`config.mk`:
```
export PLATFORM = sky130hd
export DESIGN_NAME = boot_config_vector_decoder
export DESIGN_NICKNAME = d
export VERILOG_FILES = /design/src/hdl/boot_cfg_pkg.sv /design/src/hdl/boot_config_vector_decoder.sv /design/src/hdl/ext_clock_divider.sv
export VERILOG_INCLUDE_DIRS = /design/src /design/src/hdl
export SDC_FILE = /design/constraint.sdc
export NUM_CORES = 1
export LEC_CHECK = 0
export ABC_AREA = 0
export BUFFER_PORTS_ARGS = -buffer_cell sky130_fd_sc_hd__clkbuf_2
export CORE_MARGIN = 5
export CORE_UTILIZATION = 45
export CTS_CLUSTER_DIAMETER = 120
export DETAILED_ROUTE_END_ITERATION = 7
export PLACE_DENSITY = 0.69
export SYNTH_ARGS = -nofsm -noshare
export SYNTH_HDL_FRONTEND = slang
export SYNTH_SLANG_ARGS = --single-unit
```
`constraint.sdc`:
```
create_clock -name mclk_i -period 4.5 [get_ports mclk_i]
set_clock_uncertainty 0.15 [all_clocks]
set_input_delay 0 -clock mclk_i [delete_from_list [all_inputs] [get_ports mclk_i]]
set_output_delay 0 -clock mclk_i [all_outputs]
set_load 0.005 [all_outputs]
```
`src/hdl/boot_cfg_consts.svh`:
```
// Operation
// - Latch vector in cold reset, readback register
// - Bits 3:0 select PLL multiplier code
// - Bits 5:4 divide bus clock for output
// - Bit 6 chooses little or big endian
// - Normal reset holds reset output 4000 cycles
// - Internal source waits 18-bit counter expiry
// - Bits 10:8 select the PCI operating mode
// - PCI enable resets one for modes 1,2
// - Bit 11 set leaves watchdog disabled
`ifndef BOOT_CFG_CONSTS_SVH
`define BOOT_CFG_CONSTS_SVH

// ==========================================================
// Vector field positions
`define VEC_PLL_HI 3
`define VEC_PLL_LO 0
`define VEC_DIV_HI 5
`define VEC_DIV_LO 4
`define VEC_ENDIAN 6
`define VEC_RSTMODE 7
`define VEC_PCI_HI 10
`define VEC_PCI_LO 8
`define VEC_WDOG 11
`define VEC_RSV_HI 15
`define VEC_RSV_LO 12

// ==========================================================
// Field encodings
`define PLL_BYPASS 4'h0
`define PLL_X3 4'h1
`define PLL_X4 4'h2
`define PLL_X8 4'h6
`define PLL_X10A 4'h7
`define PLL_X10B 4'h8
`define DIV_RESERVED 2'h3
`define RSTMODE_NORMAL 1'h0
`define PCI_SAT_TNR 3'h1
`define PCI_SAT_SUSP 3'h2
`define PCI_HOST_RR 3'h5
`define BIG_ENDIAN 1'h1
`define WDOG_DISABLE 1'h1

// ==========================================================
// Timing counts
`define RST_HOLD_CYCLES 13'h0FA0
`define PLL_WAIT_CYCLES 32'h00040000

// ==========================================================
// Register map, byte addresses
`define REG_READBACK 8'h00
`define REG_SETTINGS 8'h04
`define REG_STATUS 8'h08
`define REG_PCI_CTRL 8'h0C
`define REG_WDOG_CTRL 8'h10

// ==========================================================
// Register bit positions
`define PCI_CTRL_EN 0
`define WDOG_CTRL_EN 0
`define ST_PLL_RSV 0
`define ST_DIV_RSV 1
`define ST_RSTMODE_RSV 2
`define ST_PCI_RSV 3
`define ST_LINES_RSV 4
`define ST_PLL_STABLE 5
`define ST_RESET_OUT 6
`define ST_CAPTURED 7

`endif

```
`src/hdl/boot_cfg_pkg.sv`:
```
package boot_cfg_pkg;

    typedef logic [15:0] boot_vector_t;

    typedef enum logic [1:0] {
        ST_COLD = 2'b00,
        ST_PLL_WAIT = 2'b01,
        ST_RST_HOLD = 2'b10,
        ST_RUN = 2'b11
    } boot_state_e;

endpackage

```
`src/hdl/boot_config_vector_decoder.sv`:
```
// The implementer's own choices: the address map and register access over Wishbone.
`timescale 1ns/1ps
`include "boot_cfg_consts.svh"

module boot_config_vector_decoder
    import boot_cfg_pkg::*;
#(
    parameter int PLL_WAIT_CYCLES = `PLL_WAIT_CYCLES
) (
    input wire logic mclk_i,
    input wire logic rst_n_i,
    input wire logic cold_rst_n_i,
    input wire logic internal_vector_sel_i,
    input wire logic [15:0] boot_vector_lines_i,
    input wire logic wb_cyc_i,
    input wire logic wb_stb_i,
    input wire logic wb_we_i,
    input wire logic [7:0] wb_adr_i,
    input wire logic [3:0] wb_sel_i,
    input wire logic [31:0] wb_dat_i,
    output logic [31:0] wb_dat_o,
    output logic wb_ack_o,
    output logic [3:0] pll_mult_o,
    output logic pll_bypass_o,
    output logic pll_stable_o,
    output logic [1:0] ext_div_o,
    output logic ext_clk_tick_o,
    output logic external_clock_out_o,
    output logic big_endian_o,
    output logic [2:0] pci_mode_o,
    output logic pci_host_o,
    output logic pci_enable_o,
    output logic watchdog_enable_o,
    output logic reset_output_n_o,
    output logic reset_output_oe_o
);

    // ==========================================================
    // Decode helpers
    function automatic logic [3:0] pll_factor_f(input logic [3:0] code);
        logic [3:0] f;
        f = 4'h0;
        unique case (code)
            `PLL_X3: f = 4'h3;
            `PLL_X4: f = 4'h4;
            `PLL_X8: f = 4'h8;
            `PLL_X10A: f = 4'hA;
            `PLL_X10B: f = 4'hA;
            default: f = 4'h0;
        endcase
        return f;
    endfunction

    function automatic logic pll_reserved_f(input logic [3:0] code);
        return (code != `PLL_BYPASS) && (pll_factor_f(code) == 4'h0);
    endfunction

    function automatic logic pci_en_default_f(input logic [2:0] mode);
        return (mode == `PCI_SAT_TNR) || (mode == `PCI_SAT_SUSP);
    endfunction

    function automatic logic pci_reserved_f(input logic [2:0] mode);
        return mode > `PCI_HOST_RR;
    endfunction

    // ==========================================================
    // Pin synchronisers
    logic cold_meta;
    logic cold_sync;
    logic cold_sync_d;
    logic sel_meta;
    logic sel_sync;
    boot_vector_t vec_meta;
    boot_vector_t vec_sync;

    always_ff @(posedge mclk_i) begin
        if (!rst_n_i) begin
            cold_meta <= 1'b1;
            cold_sync <= 1'b1;
            cold_sync_d <= 1'b1;
        end else begin
            cold_meta <= cold_rst_n_i;
            cold_sync <= cold_meta;
            cold_sync_d <= cold_sync;
        end
    end

    always_ff @(posedge mclk_i) begin
        if (!rst_n_i) begin
            sel_meta <= 1'b0;
            sel_sync <= 1'b0;
            vec_meta <= 16'h0000;
            vec_sync <= 16'h0000;
        end else begin
            sel_meta <= internal_vector_sel_i;
            sel_sync <= sel_meta;
            vec_meta <= boot_vector_lines_i;
            vec_sync <= vec_meta;
        end
    end

    // ==========================================================
    // Vector capture at cold reset release
    logic cold_release;
    logic captured;
    logic internal_src;
    boot_vector_t boot_vector_readback;

    // Vector and reset share synchroniser depth, so vec_sync holds the
    // value presented as cold reset rose; idle-high reset avoids a false edge
    assign cold_release = cold_sync && !cold_sync_d;

    always_ff @(posedge mclk_i) begin
        if (!rst_n_i) begin
            boot_vector_readback <= 16'h0000;
            internal_src <= 1'b0;
        end else if (cold_release) begin
            boot_vector_readback <= vec_sync;
            internal_src <= sel_sync;
        end
    end

    always_ff @(posedge mclk_i) begin
        if (!rst_n_i || !cold_sync) begin
            captured <= 1'b0;
        end else if (cold_release) begin
            captured <= 1'b1;
        end
    end

    // ==========================================================
    // Decoded settings
    logic [3:0] pll_code;
    logic [1:0] div_code;
    logic [2:0] pci_mode;
    logic lines_rsv;

    assign pll_code = boot_vector_readback[`VEC_PLL_HI:`VEC_PLL_LO];
    assign div_code = boot_vector_readback[`VEC_DIV_HI:`VEC_DIV_LO];
    assign pci_mode = boot_vector_readback[`VEC_PCI_HI:`VEC_PCI_LO];
    // Board must keep these low; flagged, never used
    assign lines_rsv = |boot_vector_readback[`VEC_RSV_HI:`VEC_RSV_LO];

    always_ff @(posedge mclk_i) begin
        if (!rst_n_i) begin
            pll_mult_o <= 4'h0;
            pll_bypass_o <= 1'b1;
            ext_div_o <= 2'h0;
            big_endian_o <= 1'b0;
            pci_mode_o <= 3'h0;
            pci_host_o <= 1'b0;
        end else begin
            pll_mult_o <= pll_factor_f(pll_code);
            pll_bypass_o <= (pll_code == `PLL_BYPASS) || pll_reserved_f(pll_code);
            ext_div_o <= div_code;
            big_endian_o <= (boot_vector_readback[`VEC_ENDIAN] == `BIG_ENDIAN);
            pci_mode_o <= pci_reserved_f(pci_mode) ? 3'h0 : pci_mode;
            pci_host_o <= (pci_mode > `PCI_SAT_SUSP) && !pci_reserved_f(pci_mode);
        end
    end

    // ==========================================================
    // Reset sequencer
    boot_state_e state;
    boot_state_e next_state;
    logic [17:0] pll_count;
    logic [12:0] hold_count;
    logic pll_done;
    logic hold_done;

    assign pll_done = (pll_count == 18'(PLL_WAIT_CYCLES - 1));
    assign hold_done = (hold_count == (`RST_HOLD_CYCLES - 13'h0001));

    always_comb begin
        next_state = state;
        unique case (state)
            ST_COLD: begin
                if (cold_release) begin
                    next_state = sel_sync ? ST_PLL_WAIT : ST_RST_HOLD;
                end
            end
            ST_PLL_WAIT: begin
                if (pll_done) begin
                    next_state = ST_RST_HOLD;
                end
            end
            ST_RST_HOLD: begin
                if (hold_done) begin
                    next_state = ST_RUN;
                end
            end
            ST_RUN: begin
                next_state = ST_RUN;
            end
        endcase
        if (!cold_sync) begin
            next_state = ST_COLD;
        end
    end

    always_ff @(posedge mclk_i) begin
        if (!rst_n_i) begin
            state <= ST_COLD;
        end else begin
            state <= next_state;
        end
    end

    always_ff @(posedge mclk_i) begin
        if (!rst_n_i || state != ST_PLL_WAIT) begin
            pll_count <= 18'h00000;
        end else if (!pll_done) begin
            pll_count <= pll_count + 18'h00001;
        end
    end

    always_ff @(posedge mclk_i) begin
        if (!rst_n_i || state != ST_RST_HOLD) begin
            hold_count <= 13'h0000;
        end else if (!hold_done) begin
            hold_count <= hold_count + 13'h0001;
        end
    end

    always_ff @(posedge mclk_i) begin
        if (!rst_n_i) begin
            pll_stable_o <= 1'b0;
        end else begin
            pll_stable_o <= (state == ST_RST_HOLD) || (state == ST_RUN);
        end
    end

    // Open-drain reset pin, pulled low while not running
    always_ff @(posedge mclk_i) begin
        if (!rst_n_i) begin
            reset_output_oe_o <= 1'b1;
        end else begin
            reset_output_oe_o <= (next_state != ST_RUN);
        end
    end

    assign reset_output_n_o = 1'b0;

    // ==========================================================
    // External clock divider
    ext_clock_divider u_ext_div (
        .mclk_i(mclk_i),
        .rst_n_i(rst_n_i),
        .run_i(pll_stable_o),
        .div_code_i(ext_div_o),
        .tick_o(ext_clk_tick_o),
        .external_clock_out_o(external_clock_out_o)
    );

    // ==========================================================
    // Wishbone slave
    logic req;
    logic wr_fire;
    logic pci_control_register;
    logic watchdog_enable;

    assign req = wb_cyc_i && wb_stb_i;
    assign wr_fire = req && wb_we_i && wb_ack_o && wb_sel_i[0];

    always_ff @(posedge mclk_i) begin
        if (!rst_n_i) begin
            wb_ack_o <= 1'b0;
        end else begin
            wb_ack_o <= req && !wb_ack_o;
        end
    end

    // Defaults reload from the vector at every cold reset release
    always_ff @(posedge mclk_i) begin
        if (!rst_n_i) begin
            pci_control_register <= 1'b0;
        end else if (cold_release) begin
            pci_control_register <= pci_en_default_f(vec_sync[`VEC_PCI_HI:`VEC_PCI_LO]);
        end else if (wr_fire && wb_adr_i == `REG_PCI_CTRL) begin
            pci_control_register <= wb_dat_i[`PCI_CTRL_EN];
        end
    end

    always_ff @(posedge mclk_i) begin
        if (!rst_n_i) begin
            watchdog_enable <= 1'b0;
        end else if (cold_release) begin
            watchdog_enable <= (vec_sync[`VEC_WDOG] != `WDOG_DISABLE);
        end else if (wr_fire && wb_adr_i == `REG_WDOG_CTRL) begin
            watchdog_enable <= wb_dat_i[`WDOG_CTRL_EN];
        end
    end

    assign pci_enable_o = pci_control_register && (state == ST_RUN);
    assign watchdog_enable_o = watchdog_enable && (state == ST_RUN);

    logic [31:0] status_word;
    logic [31:0] settings_word;

    always_comb begin
        status_word = 32'h00000000;
        status_word[`ST_PLL_RSV] = pll_reserved_f(pll_code);
        status_word[`ST_DIV_RSV] = (div_code == `DIV_RESERVED);
        status_word[`ST_RSTMODE_RSV] =
            (boot_vector_readback[`VEC_RSTMODE] != `RSTMODE_NORMAL);
        status_word[`ST_PCI_RSV] = pci_reserved_f(pci_mode);
        status_word[`ST_LINES_RSV] = lines_rsv;
        status_word[`ST_PLL_STABLE] = pll_stable_o;
        status_word[`ST_RESET_OUT] = reset_output_oe_o;
        status_word[`ST_CAPTURED] = captured;
        settings_word = {16'h0000, internal_src, pci_host_o, pci_mode_o,
            big_endian_o, ext_div_o, pll_bypass_o, 3'h0, pll_mult_o};
    end

    always_ff @(posedge mclk_i) begin
        if (!rst_n_i) begin
            wb_dat_o <= 32'h00000000;
        end else if (req && !wb_ack_o) begin
            unique case (wb_adr_i)
                `REG_READBACK: wb_dat_o <= {16'h0000, boot_vector_readback};
                `REG_SETTINGS: wb_dat_o <= settings_word;
                `REG_STATUS: wb_dat_o <= status_word;
                `REG_PCI_CTRL: wb_dat_o <= {31'h00000000, pci_control_register};
                `REG_WDOG_CTRL: wb_dat_o <= {31'h00000000, watchdog_enable};
                default: wb_dat_o <= 32'h00000000;
            endcase
        end
    end

endmodule

```
`src/hdl/ext_clock_divider.sv`:
```
`timescale 1ns/1ps
`include "boot_cfg_consts.svh"

module ext_clock_divider (
    input wire logic mclk_i,
    input wire logic rst_n_i,
    input wire logic run_i,
    input wire logic [1:0] div_code_i,
    output logic tick_o,
    output logic external_clock_out_o
);

    logic [1:0] count;
    logic [1:0] limit;
    logic hit;

    // ==========================================================
    // Divide by 1, 2 or 4 as enable ticks
    always_comb begin
        unique case (div_code_i)
            2'h0: limit = 2'h0;
            2'h1: limit = 2'h1;
            default: limit = 2'h3;
        endcase
    end

    assign hit = run_i && (count == limit) && (div_code_i != `DIV_RESERVED);

    always_ff @(posedge mclk_i) begin
        if (!rst_n_i || !run_i || hit) begin
            count <= 2'h0;
        end else begin
            count <= count + 2'h1;
        end
    end

    always_ff @(posedge mclk_i) begin
        if (!rst_n_i) begin
            tick_o <= 1'b0;
        end else begin
            tick_o <= hit;
        end
    end

    always_ff @(posedge mclk_i) begin
        if (!rst_n_i || !run_i) begin
            external_clock_out_o <= 1'b0;
        end else if (hit) begin
            external_clock_out_o <= ~external_clock_out_o;
        end
    end

endmodule

```
==> results.json, run 1 <==
{
  "fillers": 921,
  "cts_buffer_depth": 2,
  "ctsHoldBuffers": 52,
  "clock-sinks": 125,
  "crit_type": "primary input to register",
  "synthCells": 545,
  "finalHoldViolCount": 0,
  "die-area_um2": 13100,
  "ys_ff_latch": 125,
  "tritoncts": "built",
  "setup_slack_ps": 1410,
  "cp.arrival_ps": 3380,
  "postCtsResizedCells": 0,
  "worst_slew_pin_slew_ps": 838,
  "die_w_um": 115,
  "syn-cell-area_um2": 4930,
  "ios": 119,
  "clock_latency_ps": 510,
  "crit_path_end_kind": "register",
  "coreArea_um2": 10800,
  "grt_pass1_wl_um": 18000,
  "yosys.cell_types.count": 49,
  "setup_viol_count_final": 0,
  "ir_drop_mv": 0.237,
  "status": "complete, no violations",
  "fmax_mhz": 324,
  "totalWireLength_um": 10800,
  "power_frac_comb_pct": 4.1,
  "p_leak_nw": 2.55,
  "power_switching_mw": 0.564,
  "syn2layout_area_growth_pct": 29.2,
  "drtAntennaViolNets": 0,
  "clkTransAtPathRegs_ps": 60,
  "power_per_cell_area_nw_per_um2": 399,
  "grt_remaining_overflow": 0,
  "die_h_um": 115,
  "grt.total_usage_pct": 17.1,
  "drv_cap": 0,
  "ys_warn_count": 0,
  "first_pass_iters": 4,
  "wl_per_cell_um": 13.3,
  "drc": 0,
  "internal-power_mw": 1.98,
  "rsz0062_at_grt": "no",
  "total_power_mw": 2.54,
  "critPathLaunchType": "primary input",
  "synthArstFlopShare_pct": 0,
  "crit_start": "wb_adr_i[6]",
  "hp-start": "wb_adr_i[1]",
  "antenna_cells": 0,
  "fin_nets": 725,
  "utilization_pct": 59.0,
  "cp_data_required_time_ps": 4790,
  "pre_cts_slack_ps": 2280,
  "cts_made_buffers": 17,
  "pwr-share-clk_pct": 51.3,
  "tns_ps": 0,
  "cts-root-buf": "clkbuf_8",
  "cp_max_fo": 5,
  "grt_antenna_before_repair": 0,
  "finalCritPeriodShare_pct": 68.6,
  "ys_top_cells_by_area": "dfxtp_1 51%, nand2_1 4.9%, and2_1 4.8%, a21oi_1 4.1%, nor2_1 4.0%",
  "cts_setup_buffers": 0,
  "synth.largest_area_cell": "dfxtp_1",
  "htreeDepth": 4,
  "relSlewSlack_pct": 44.2,
  "synth_top_area_share_pct": 50.8,
  "synth_edf_count": 0,
  "numPortBuffers": 67,
  "seqPwrFrac_pct": 44.6,
  "drt_iter0_drc": 235,
  "p_sw_share_pct": 22.2,
  "viasPerCell": 5.02,
  "grt_max_degree": 53,
  "multi_input_area_um2": 2220,
  "dpl.hpwl_um": 7050,
  "synth_flop_cell": "dfxtp_1",
  "vias": 4064,
  "drive_above_1_share_pct": 16.9,
  "maxSlewViolCount": 0,
  "grt_pass1_vias": 3791,
  "finalCriticalPeriod_ps": 3090,
  "hold_slack_ps": 72.8,
  "syn_area_per_cell_um2": 9.04,
  "hold_class": "primary input to register",
  "seq_area_um2": 2500,
  "reg2reg_from": "wb_ack_o",
  "start_util_pct": 45.6,
  "synth.yosys.seq_area_share_pct": 50.8,
  "place_congestion": 0.800,
  "rows": 38
}
-- routing by layer --
metal	wire length [µm]	vias up	GRT usage (%)
met4	216	0	6.57
li1	-	2052	-
met2	4990	116	28.1
met5	0	-	0
met1	4940	1875	21.5
met3	640	21	4.28
-- final cells by class --
class                   instances  share of cell area [%]
clock buffers                  17                    6.51
well taps                     140                    2.75
inverters                       4                   0.236
flip-flops and latches        125                    39.3
repair buffers                122                    13.8
clock inverters                15                    2.56
multi-input cells             386                    34.8
-- final timing paths --
check                       to  slack, ps  depth (start not counted)
setup / recovery   wb_dat_o[3]       1410                          9
hold / removal    wb_dat_o[13]         70                          6
setup reg to reg   wb_dat_o[0]       1880                          6
hold reg to reg      cold_sync        270                          1
-- flip-flops by register name, indices dropped and copies added (netlist names), 2 cells and up --
| signal | count |
|---|---|
| pll_count | 18 |
| boot_vector_readback | 16 |
| vec_meta | 16 |
| vec_sync | 16 |
| wb_dat_o | 16 |
| hold_count | 13 |
| pll_mult_o | 4 |
| pci_mode_o | 3 |
| ext_div_o | 2 |
| state | 2 |
| u_ext_div.count | 2 |
-- Yosys cell counts, types with 5 or more instances --
cell / instances
a21oi_1: 40
o2111ai_1: 5
clkbuf_1: 21
o21ai_0: 12
nand2b_1: 8
buf_2: 5
xnor2_1: 9
mux2i_1: 17
nor2_1: 52
nand3_1: 24
xor2_1: 14
nand4_1: 5
nor4_1: 5
and3_1: 5
a2bb2oi_1: 8
and2_1: 38
or3_1: 5
nor3_1: 14
buf_4: 17
dfxtp_1: 125
nand2_1: 64
-- through the flow --
stage	std cells	instance area [µm²]
6_report	809	6370
3_5_place_dp	725	5270
2_1_floorplan	561	4990
4_1_cts	809	6370
5_1_grt	809	6370
3_3_place_gp	725	5270
-- power groups by stage --
stage / registers [mW] / logic (mW) / clock network [mW]
after CTS: 1.13 / 0.102 / 1.32
after global routing: 1.14 / 0.113 / 1.38
after global placement: 1.16 / 0.0700 / 0
final: 1.13 / 0.103 / 1.30
after detailed placement: 1.16 / 0.0714 / 0
after floorplan: 1.16 / 0.0586 / 0
-- critical path, cell delays in order --
cell           delay (ps)
dlygate4sd3_1         530
clkbuf_2              100
nor3_1                250
dlygate4sd3_1         620
nor3b_2               350
dlygate4sd3_1         700
nand3_1               110
dlygate4sd3_1         590
a21oi_1               130
-- kinds of logic after synthesis --
family,Yosys count,share of synthesized area (%)
AO/OA/AOI/OAI,81,9.98
AND/OR/NAND/NOR,242,24.8
multiplexers,21,4.37
adder cells (fa/ha/maj),2,0.508
other,1,0.0761
buffers and inverters,50,5.38
XOR/XNOR,23,4.09
flip-flops,125,50.8
-- layout by cell type (no fill, tap or decap), types with 3 or more instances in the layout --
cell type / count
dfxtp_1: 125
clkbuf_2: 67
nand2_1: 64
nor2_1: 52
dlygate4sd3_1: 52
a21oi_1: 40
and2_1: 38
nand3_1: 24
mux2i_1: 17
conb_1: 17
clkbuf_16: 16
nor3_1: 14
xor2_1: 14
o21ai_0: 12
xnor2_1: 9
a2bb2oi_1: 8
nand2b_1: 8
and3_1: 5
nor4_1: 5
o2111ai_1: 5
or3_1: 5
nand4_1: 5
inv_1: 4
nor2b_1: 4
mux2_2: 4
nor3b_1: 4
o211ai_1: 4
clkinv_4: 4
or2_2: 3
nand3b_1: 3
clkinv_2: 3
inv_6: 3
buf_4: 3
Power figures use the tool's default switching activity.
==> inputs of run 2 (changes only) <==
==> constraint.sdc (replaced) <==
create_clock -name mclk_i -period 3.2 [get_ports mclk_i]
set_clock_uncertainty 0.15 [all_clocks]
set_input_delay 0 -clock mclk_i [delete_from_list [all_inputs] [get_ports mclk_i]]
set_output_delay 0 -clock mclk_i [all_outputs]
set_load 0.005 [all_outputs]
==> run 2 against run 1 <==
Cell count down 2.0%. Critical path depth is 1 higher. Worst hold slack got worse by 7.6 ps. Via count fell by 1.6%. First-iteration DRC count fell by 11%. Non-clock buffer count shrank 16. Sequential share of layout area up 1.4 points. Routed wire length is 1.9% lower. Final area shrank 3.5%. Combinational power grew 26%. Critical endpoint is now wb_dat_o[0]. Clock-buffer cell count increased by 2.
==> results.json, run 2 (same netlist as run 1, synthesis figures left out) <==
{
  "cp.arrival_ps": 3260,
  "wl_per_cell_um": 13.3,
  "htreeDepth": 4,
  "place_congestion": 0.807,
  "cts_made_buffers": 17,
  "worst_slew_pin_slew_ps": 794,
  "cts-root-buf": "clkbuf_8",
  "die_h_um": 115,
  "power_switching_mw": 0.768,
  "postCtsResizedCells": 0,
  "dp.cells": 725,
  "tns_ps": 0,
  "rsz0062_at_grt": "no",
  "setup_slack_ps": 246,
  "drv_cap": 0,
  "cp_data_required_time_ps": 3510,
  "clock-sinks": 125,
  "dpl.hpwl_um": 7110,
  "seq_area_um2": 2500,
  "totalWireLength_um": 10600,
  "crit_type": "primary input to register",
  "finalCritPeriodShare_pct": 92.3,
  "finalCriticalPeriod_ps": 2950,
  "cp_max_fo": 17,
  "cts_buffer_depth": 2,
  "pwr-share-clk_pct": 48.8,
  "ir_drop_mv": 0.290,
  "grt_pass1_vias": 3781,
  "p_leak_nw": 2.41,
  "critPathLaunchType": "primary input",
  "stdcell_count": 793,
  "die_w_um": 115,
  "cts_setup_buffers": 0,
  "hold_class": "primary input to register",
  "numPortBuffers": 67,
  "fillers": 961,
  "grt_antenna_before_repair": 0,
  "relSlewSlack_pct": 47.1,
  "power_frac_comb_pct": 3.9,
  "die-area_um2": 13100,
  "pre_cts_slack_ps": 944,
  "use_met2_pct": 25.8,
  "internal-power_mw": 2.60,
  "rows": 38,
  "top_usage_layer": "met2",
  "drive_above_1_share_pct": 17.0,
  "drtAntennaViolNets": 0,
  "fin_nets": 709,
  "grt.total_usage_pct": 16.6,
  "largest_reg_flops": 18,
  "antenna_cells": 0,
  "crit_start": "wb_stb_i",
  "vias": 4001,
  "grt_max_degree": 43,
  "clkTransAtPathRegs_ps": 60,
  "multi_input_area_um2": 2220,
  "utilization_pct": 56.9,
  "reg2reg_from": "wb_ack_o",
  "power_per_cell_area_nw_per_um2": 548,
  "top_register": "pll_count",
  "maxSlewViolCount": 0,
  "drt_iter0_drc": 209,
  "syn2layout_area_growth_pct": 24.8,
  "p_sw_share_pct": 22.8,
  "finalHoldViolCount": 0,
  "hp-start": "wb_adr_i[1]",
  "status": "complete, no violations",
  "seqPwrFrac_pct": 47.4,
  "final_cell_mix": "125 x dfxtp_1, 67 x clkbuf_2, 64 x nand2_1",
  "fmax_mhz": 339,
  "grt_use_met3_pct": 4.70,
  "grt_remaining_overflow": 0,
  "start_util_pct": 45.6,
  "drc": 0,
  "first_pass_iters": 5,
  "ios": 119,
  "ctsHoldBuffers": 36,
  "met1_usage_pct": 21.1,
  "tritoncts": "built",
  "grt_pass1_wl_um": 17400,
  "clock_latency_ps": 510,
  "setup_viol_count_final": 0,
  "coreArea_um2": 10800,
  "crit_path_end_kind": "register",
  "viasPerCell": 5.05,
  "final_common_cell": "dfxtp_1"
}
==> run 2: cell types whose count changed in the layout (fill, tap and decap cells not counted), sizes merged <==
cell | previous run | this run
clkinvlp | 2 | 6
clkbuf | 84 | 86
bufinv | 2 | 0
inv | 8 | 6
clkinv | 7 | 5
dlygate4sd3 | 52 | 36
==> run 2: cell type report <==
cell class | instances | area share (%)
Sequential cell | 125 | 40.7
Multi-Input combinational cell | 386 | 36.1
Timing Repair Buffer | 106 | 11.7
Clock buffer | 19 | 6.86
Tap cell | 140 | 2.85
Clock inverter | 13 | 1.55
Inverter | 4 | 0.244
==> run 2: layer usage <==
layer / vias to the layer above / wire length, µm
li1: 2016 / -
met1: 1845 / 4870
met2: 111 / 4810
met3: 29 / 614
met4: 0 / 273
met5: - / 0
==> run 2: metrics by stage <==
| step | hold slack, ps | power (mW) | cell area, µm² |
|---|---|---|---|
| 2_1_floorplan | -48.5 | 1.71 | 4990 |
| 3_3_place_gp | 36.7 | 1.73 | 5270 |
| 3_5_place_dp | 32.8 | 1.73 | 5270 |
| 4_1_cts | 43.8 | 3.39 | 6150 |
| 5_1_grt | 73.3 | 3.50 | 6150 |
| 6_report | 65.2 | 3.37 | 6150 |
==> run 2: power groups by stage <==
stage          sequential, mW  clock [mW]  combinational [mW]
2_1_floorplan            1.62           0              0.0825
3_3_place_gp             1.63           0              0.0983
3_5_place_dp             1.63           0              0.0998
4_1_cts                  1.60        1.67               0.129
5_1_grt                  1.60        1.76               0.143
6_report                 1.60        1.64               0.130
==> run 2: worst paths after layout <==
kind                                endpoint  slack, ps  depth (start not counted)
worst max-delay path             wb_dat_o[0]        250                         10
worst min-delay path            wb_dat_o[13]         70                          6
worst max register to register   wb_dat_o[0]        630                          6
worst min register to register     cold_sync        270                          1
==> run 2: worst max-delay path, cell delays in order <==
cell	delay, ps
dlygate4sd3_1	520
clkbuf_2	90
nand2_1	60
dlygate4sd3_1	580
or2_2	430
nor2_1	170
nand3_1	80
dlygate4sd3_1	560
o31ai_1	200
dlygate4sd3_1	570
==> inputs of run 3 (changes only) <==
--- a/config.mk
+++ b/config.mk
@@ -9,10 +9,10 @@
 export ABC_AREA = 0
 export BUFFER_PORTS_ARGS = -buffer_cell sky130_fd_sc_hd__clkbuf_2
 export CORE_MARGIN = 5
-export CORE_UTILIZATION = 45
+export CORE_UTILIZATION = 50
 export CTS_CLUSTER_DIAMETER = 120
 export DETAILED_ROUTE_END_ITERATION = 7
-export PLACE_DENSITY = 0.69
+export PLACE_DENSITY = 0.75
 export SYNTH_ARGS = -nofsm -noshare
 export SYNTH_HDL_FRONTEND = slang
 export SYNTH_SLANG_ARGS = --single-unit
==> run 3 against run 2 <==
Routed wire length up 2.9%. Worst hold slack better by 5.5 ps. Die area fell by 9.1%.
==> results.json, run 3 (same netlist as run 1, synthesis figures left out) <==
{
  "tns_ps": 0,
  "cp_max_fo": 5,
  "final_cell_mix": "125 x dfxtp_1, 67 x clkbuf_2, 64 x nand2_1",
  "ff2ff_setup_slack_ps": 590,
  "antenna_cells": 0,
  "grt_remaining_overflow": 0,
  "fin_nets": 726,
  "viasPerCell": 5.01,
  "grt_pass1_vias": 3923,
  "relSlewSlack_pct": 49.3,
  "largest_reg_flops": 18,
  "htreeDepth": 4,
  "finalCriticalPeriod_ps": 3020,
  "die-area_um2": 11900,
  "crit_path_end_kind": "register",
  "start_util_pct": 50.9,
  "worst_slew_pin_slew_ps": 761,
  "dpl.hpwl_um": 7010,
  "cts_buffer_depth": 2,
  "reg2reg_from": "wb_ack_o",
  "reg2regPathDepth": 6,
  "first_pass_iters": 4,
  "drc": 0,
  "place_congestion": 0.807,
  "numPortBuffers": 67,
  "grt.total_usage_pct": 19.0,
  "rr_endpoint": "wb_dat_o[0]",
  "drive_above_1_share_pct": 16.6,
  "grt_antenna_before_repair": 0,
  "hold_class": "primary input to register",
  "ir_drop_mv": 0.397,
  "hp-start": "wb_adr_i[0]",
  "crit_end": "wb_dat_o[1]",
  "maxSlewViolCount": 0,
  "cts_made_buffers": 17,
  "critPathMostFrequentCell": "dlygate4sd3_1",
  "status": "complete, no violations",
  "clock_latency_ps": 510,
  "finalCritPeriodShare_pct": 94.3,
  "cp_slowest_cell": "dlygate4sd3_1",
  "fin_area_um2": 6420,
  "postCtsResizedCells": 0,
  "grt_pass1_wl_um": 18100,
  "syn2layout_area_growth_pct": 30.3,
  "grt_max_degree": 52,
  "rsz0062_at_grt": "no",
  "critPathLaunchType": "primary input",
  "tritoncts": "built",
  "top_register": "pll_count",
  "drt_iter0_drc": 211,
  "p_leak_nw": 2.58,
  "power_per_cell_area_nw_per_um2": 584,
  "finalHoldViolCount": 0,
  "clkTransAtPathRegs_ps": 60,
  "crit_chain": "dlygate4sd3_1, clkbuf_2, nor3_1, dlygate4sd3_1, nor3b_2, dlygate4sd3_1, nand3_1, a21oi_1, dlygate4sd3_1",
  "totalWireLength_um": 10900,
  "dpl-instance-area_um2": 5260,
  "final_common_cell": "dfxtp_1",
  "crit_type": "primary input to register",
  "cts-root-buf": "clkbuf_8",
  "fmax_mhz": 331,
  "critPathMaxStageDelay_ps": 690,
  "crit_start": "wb_adr_i[6]",
  "drtAntennaViolNets": 0,
  "cp_data_required_time_ps": 3500,
  "vias": 4026,
  "die_w_um": 109,
  "setup_viol_count_final": 0,
  "rows": 36,
  "ios": 119,
  "coreArea_um2": 9680,
  "drv_cap": 0,
  "wl_per_cell_um": 13.5,
  "clock-sinks": 125,
  "die_h_um": 109,
  "cp.arrival_ps": 3320
}
run 3: repair_timing:
action	in CTS	in global routing
endpoints found under the hold margin	70	0
hold buffers	53	0
setup buffers	0	0
run 3: per-layer routing:
metal  track usage (%)  vias up  wire, µm  part of all wire, %
met2              31.6      137      5120                   47
met5                 0        -         0                    0
met4              7.03        0       129                  1.2
met3              4.03       13       812                  7.5
li1                  -     2042         -                    -
met1              24.3     1834      4810                   44
run 3: worst min-delay path by stage:
stage,end,slack [ps],cells past startpoint
after global routing,wb_dat_o[5],90,6
after global placement,cold_meta,40,2
after detailed placement,cold_meta,40,2
final,wb_dat_o[9],70,6
after floorplan,cold_meta,-50,1
after CTS,wb_dat_o[9],50,6
run 3: layout make-up:
| type | count | area (µm²) |
|---|---|---|
| repair buffers | 123 | 888 |
| multi-input cells | 386 | 2220 |
| clock inverters | 11 | 180 |
| well taps | 133 | 166 |
| fillers | 783 | 3260 |
| flip-flops and latches | 125 | 2500 |
| clock buffers | 21 | 449 |
| inverters | 4 | 15.0 |
run 3: worst max-delay path, delay by kind of cell:
family                 cells  cell delay, ps
AND/OR/NAND/NOR            3             620
buffers and inverters      5            2530
AO/OA/AOI/OAI              1             160
run 3: metrics by stage:
stage	util, %	total power, mW	setup WS, ps	instances	hold slack, ps
detailed placement	54.3	1.73	986	718	39.6
global route	66.3	3.87	61.3	803	88.6
finish	66.3	3.75	181	803	70.7
global placement	54.3	1.72	1020	718	40.9
CTS	66.3	3.76	256	803	50.5
floorplan	-	1.71	1210	561	-48.5
run 3: report_power, final:
group	total, mW	internal (mW)	switching [mW]
logic	0.145	0.0785	0.0668
registers	1.60	1.58	0.0120
clock network	2.01	1.32	0.688
total	3.75	2.98	0.766
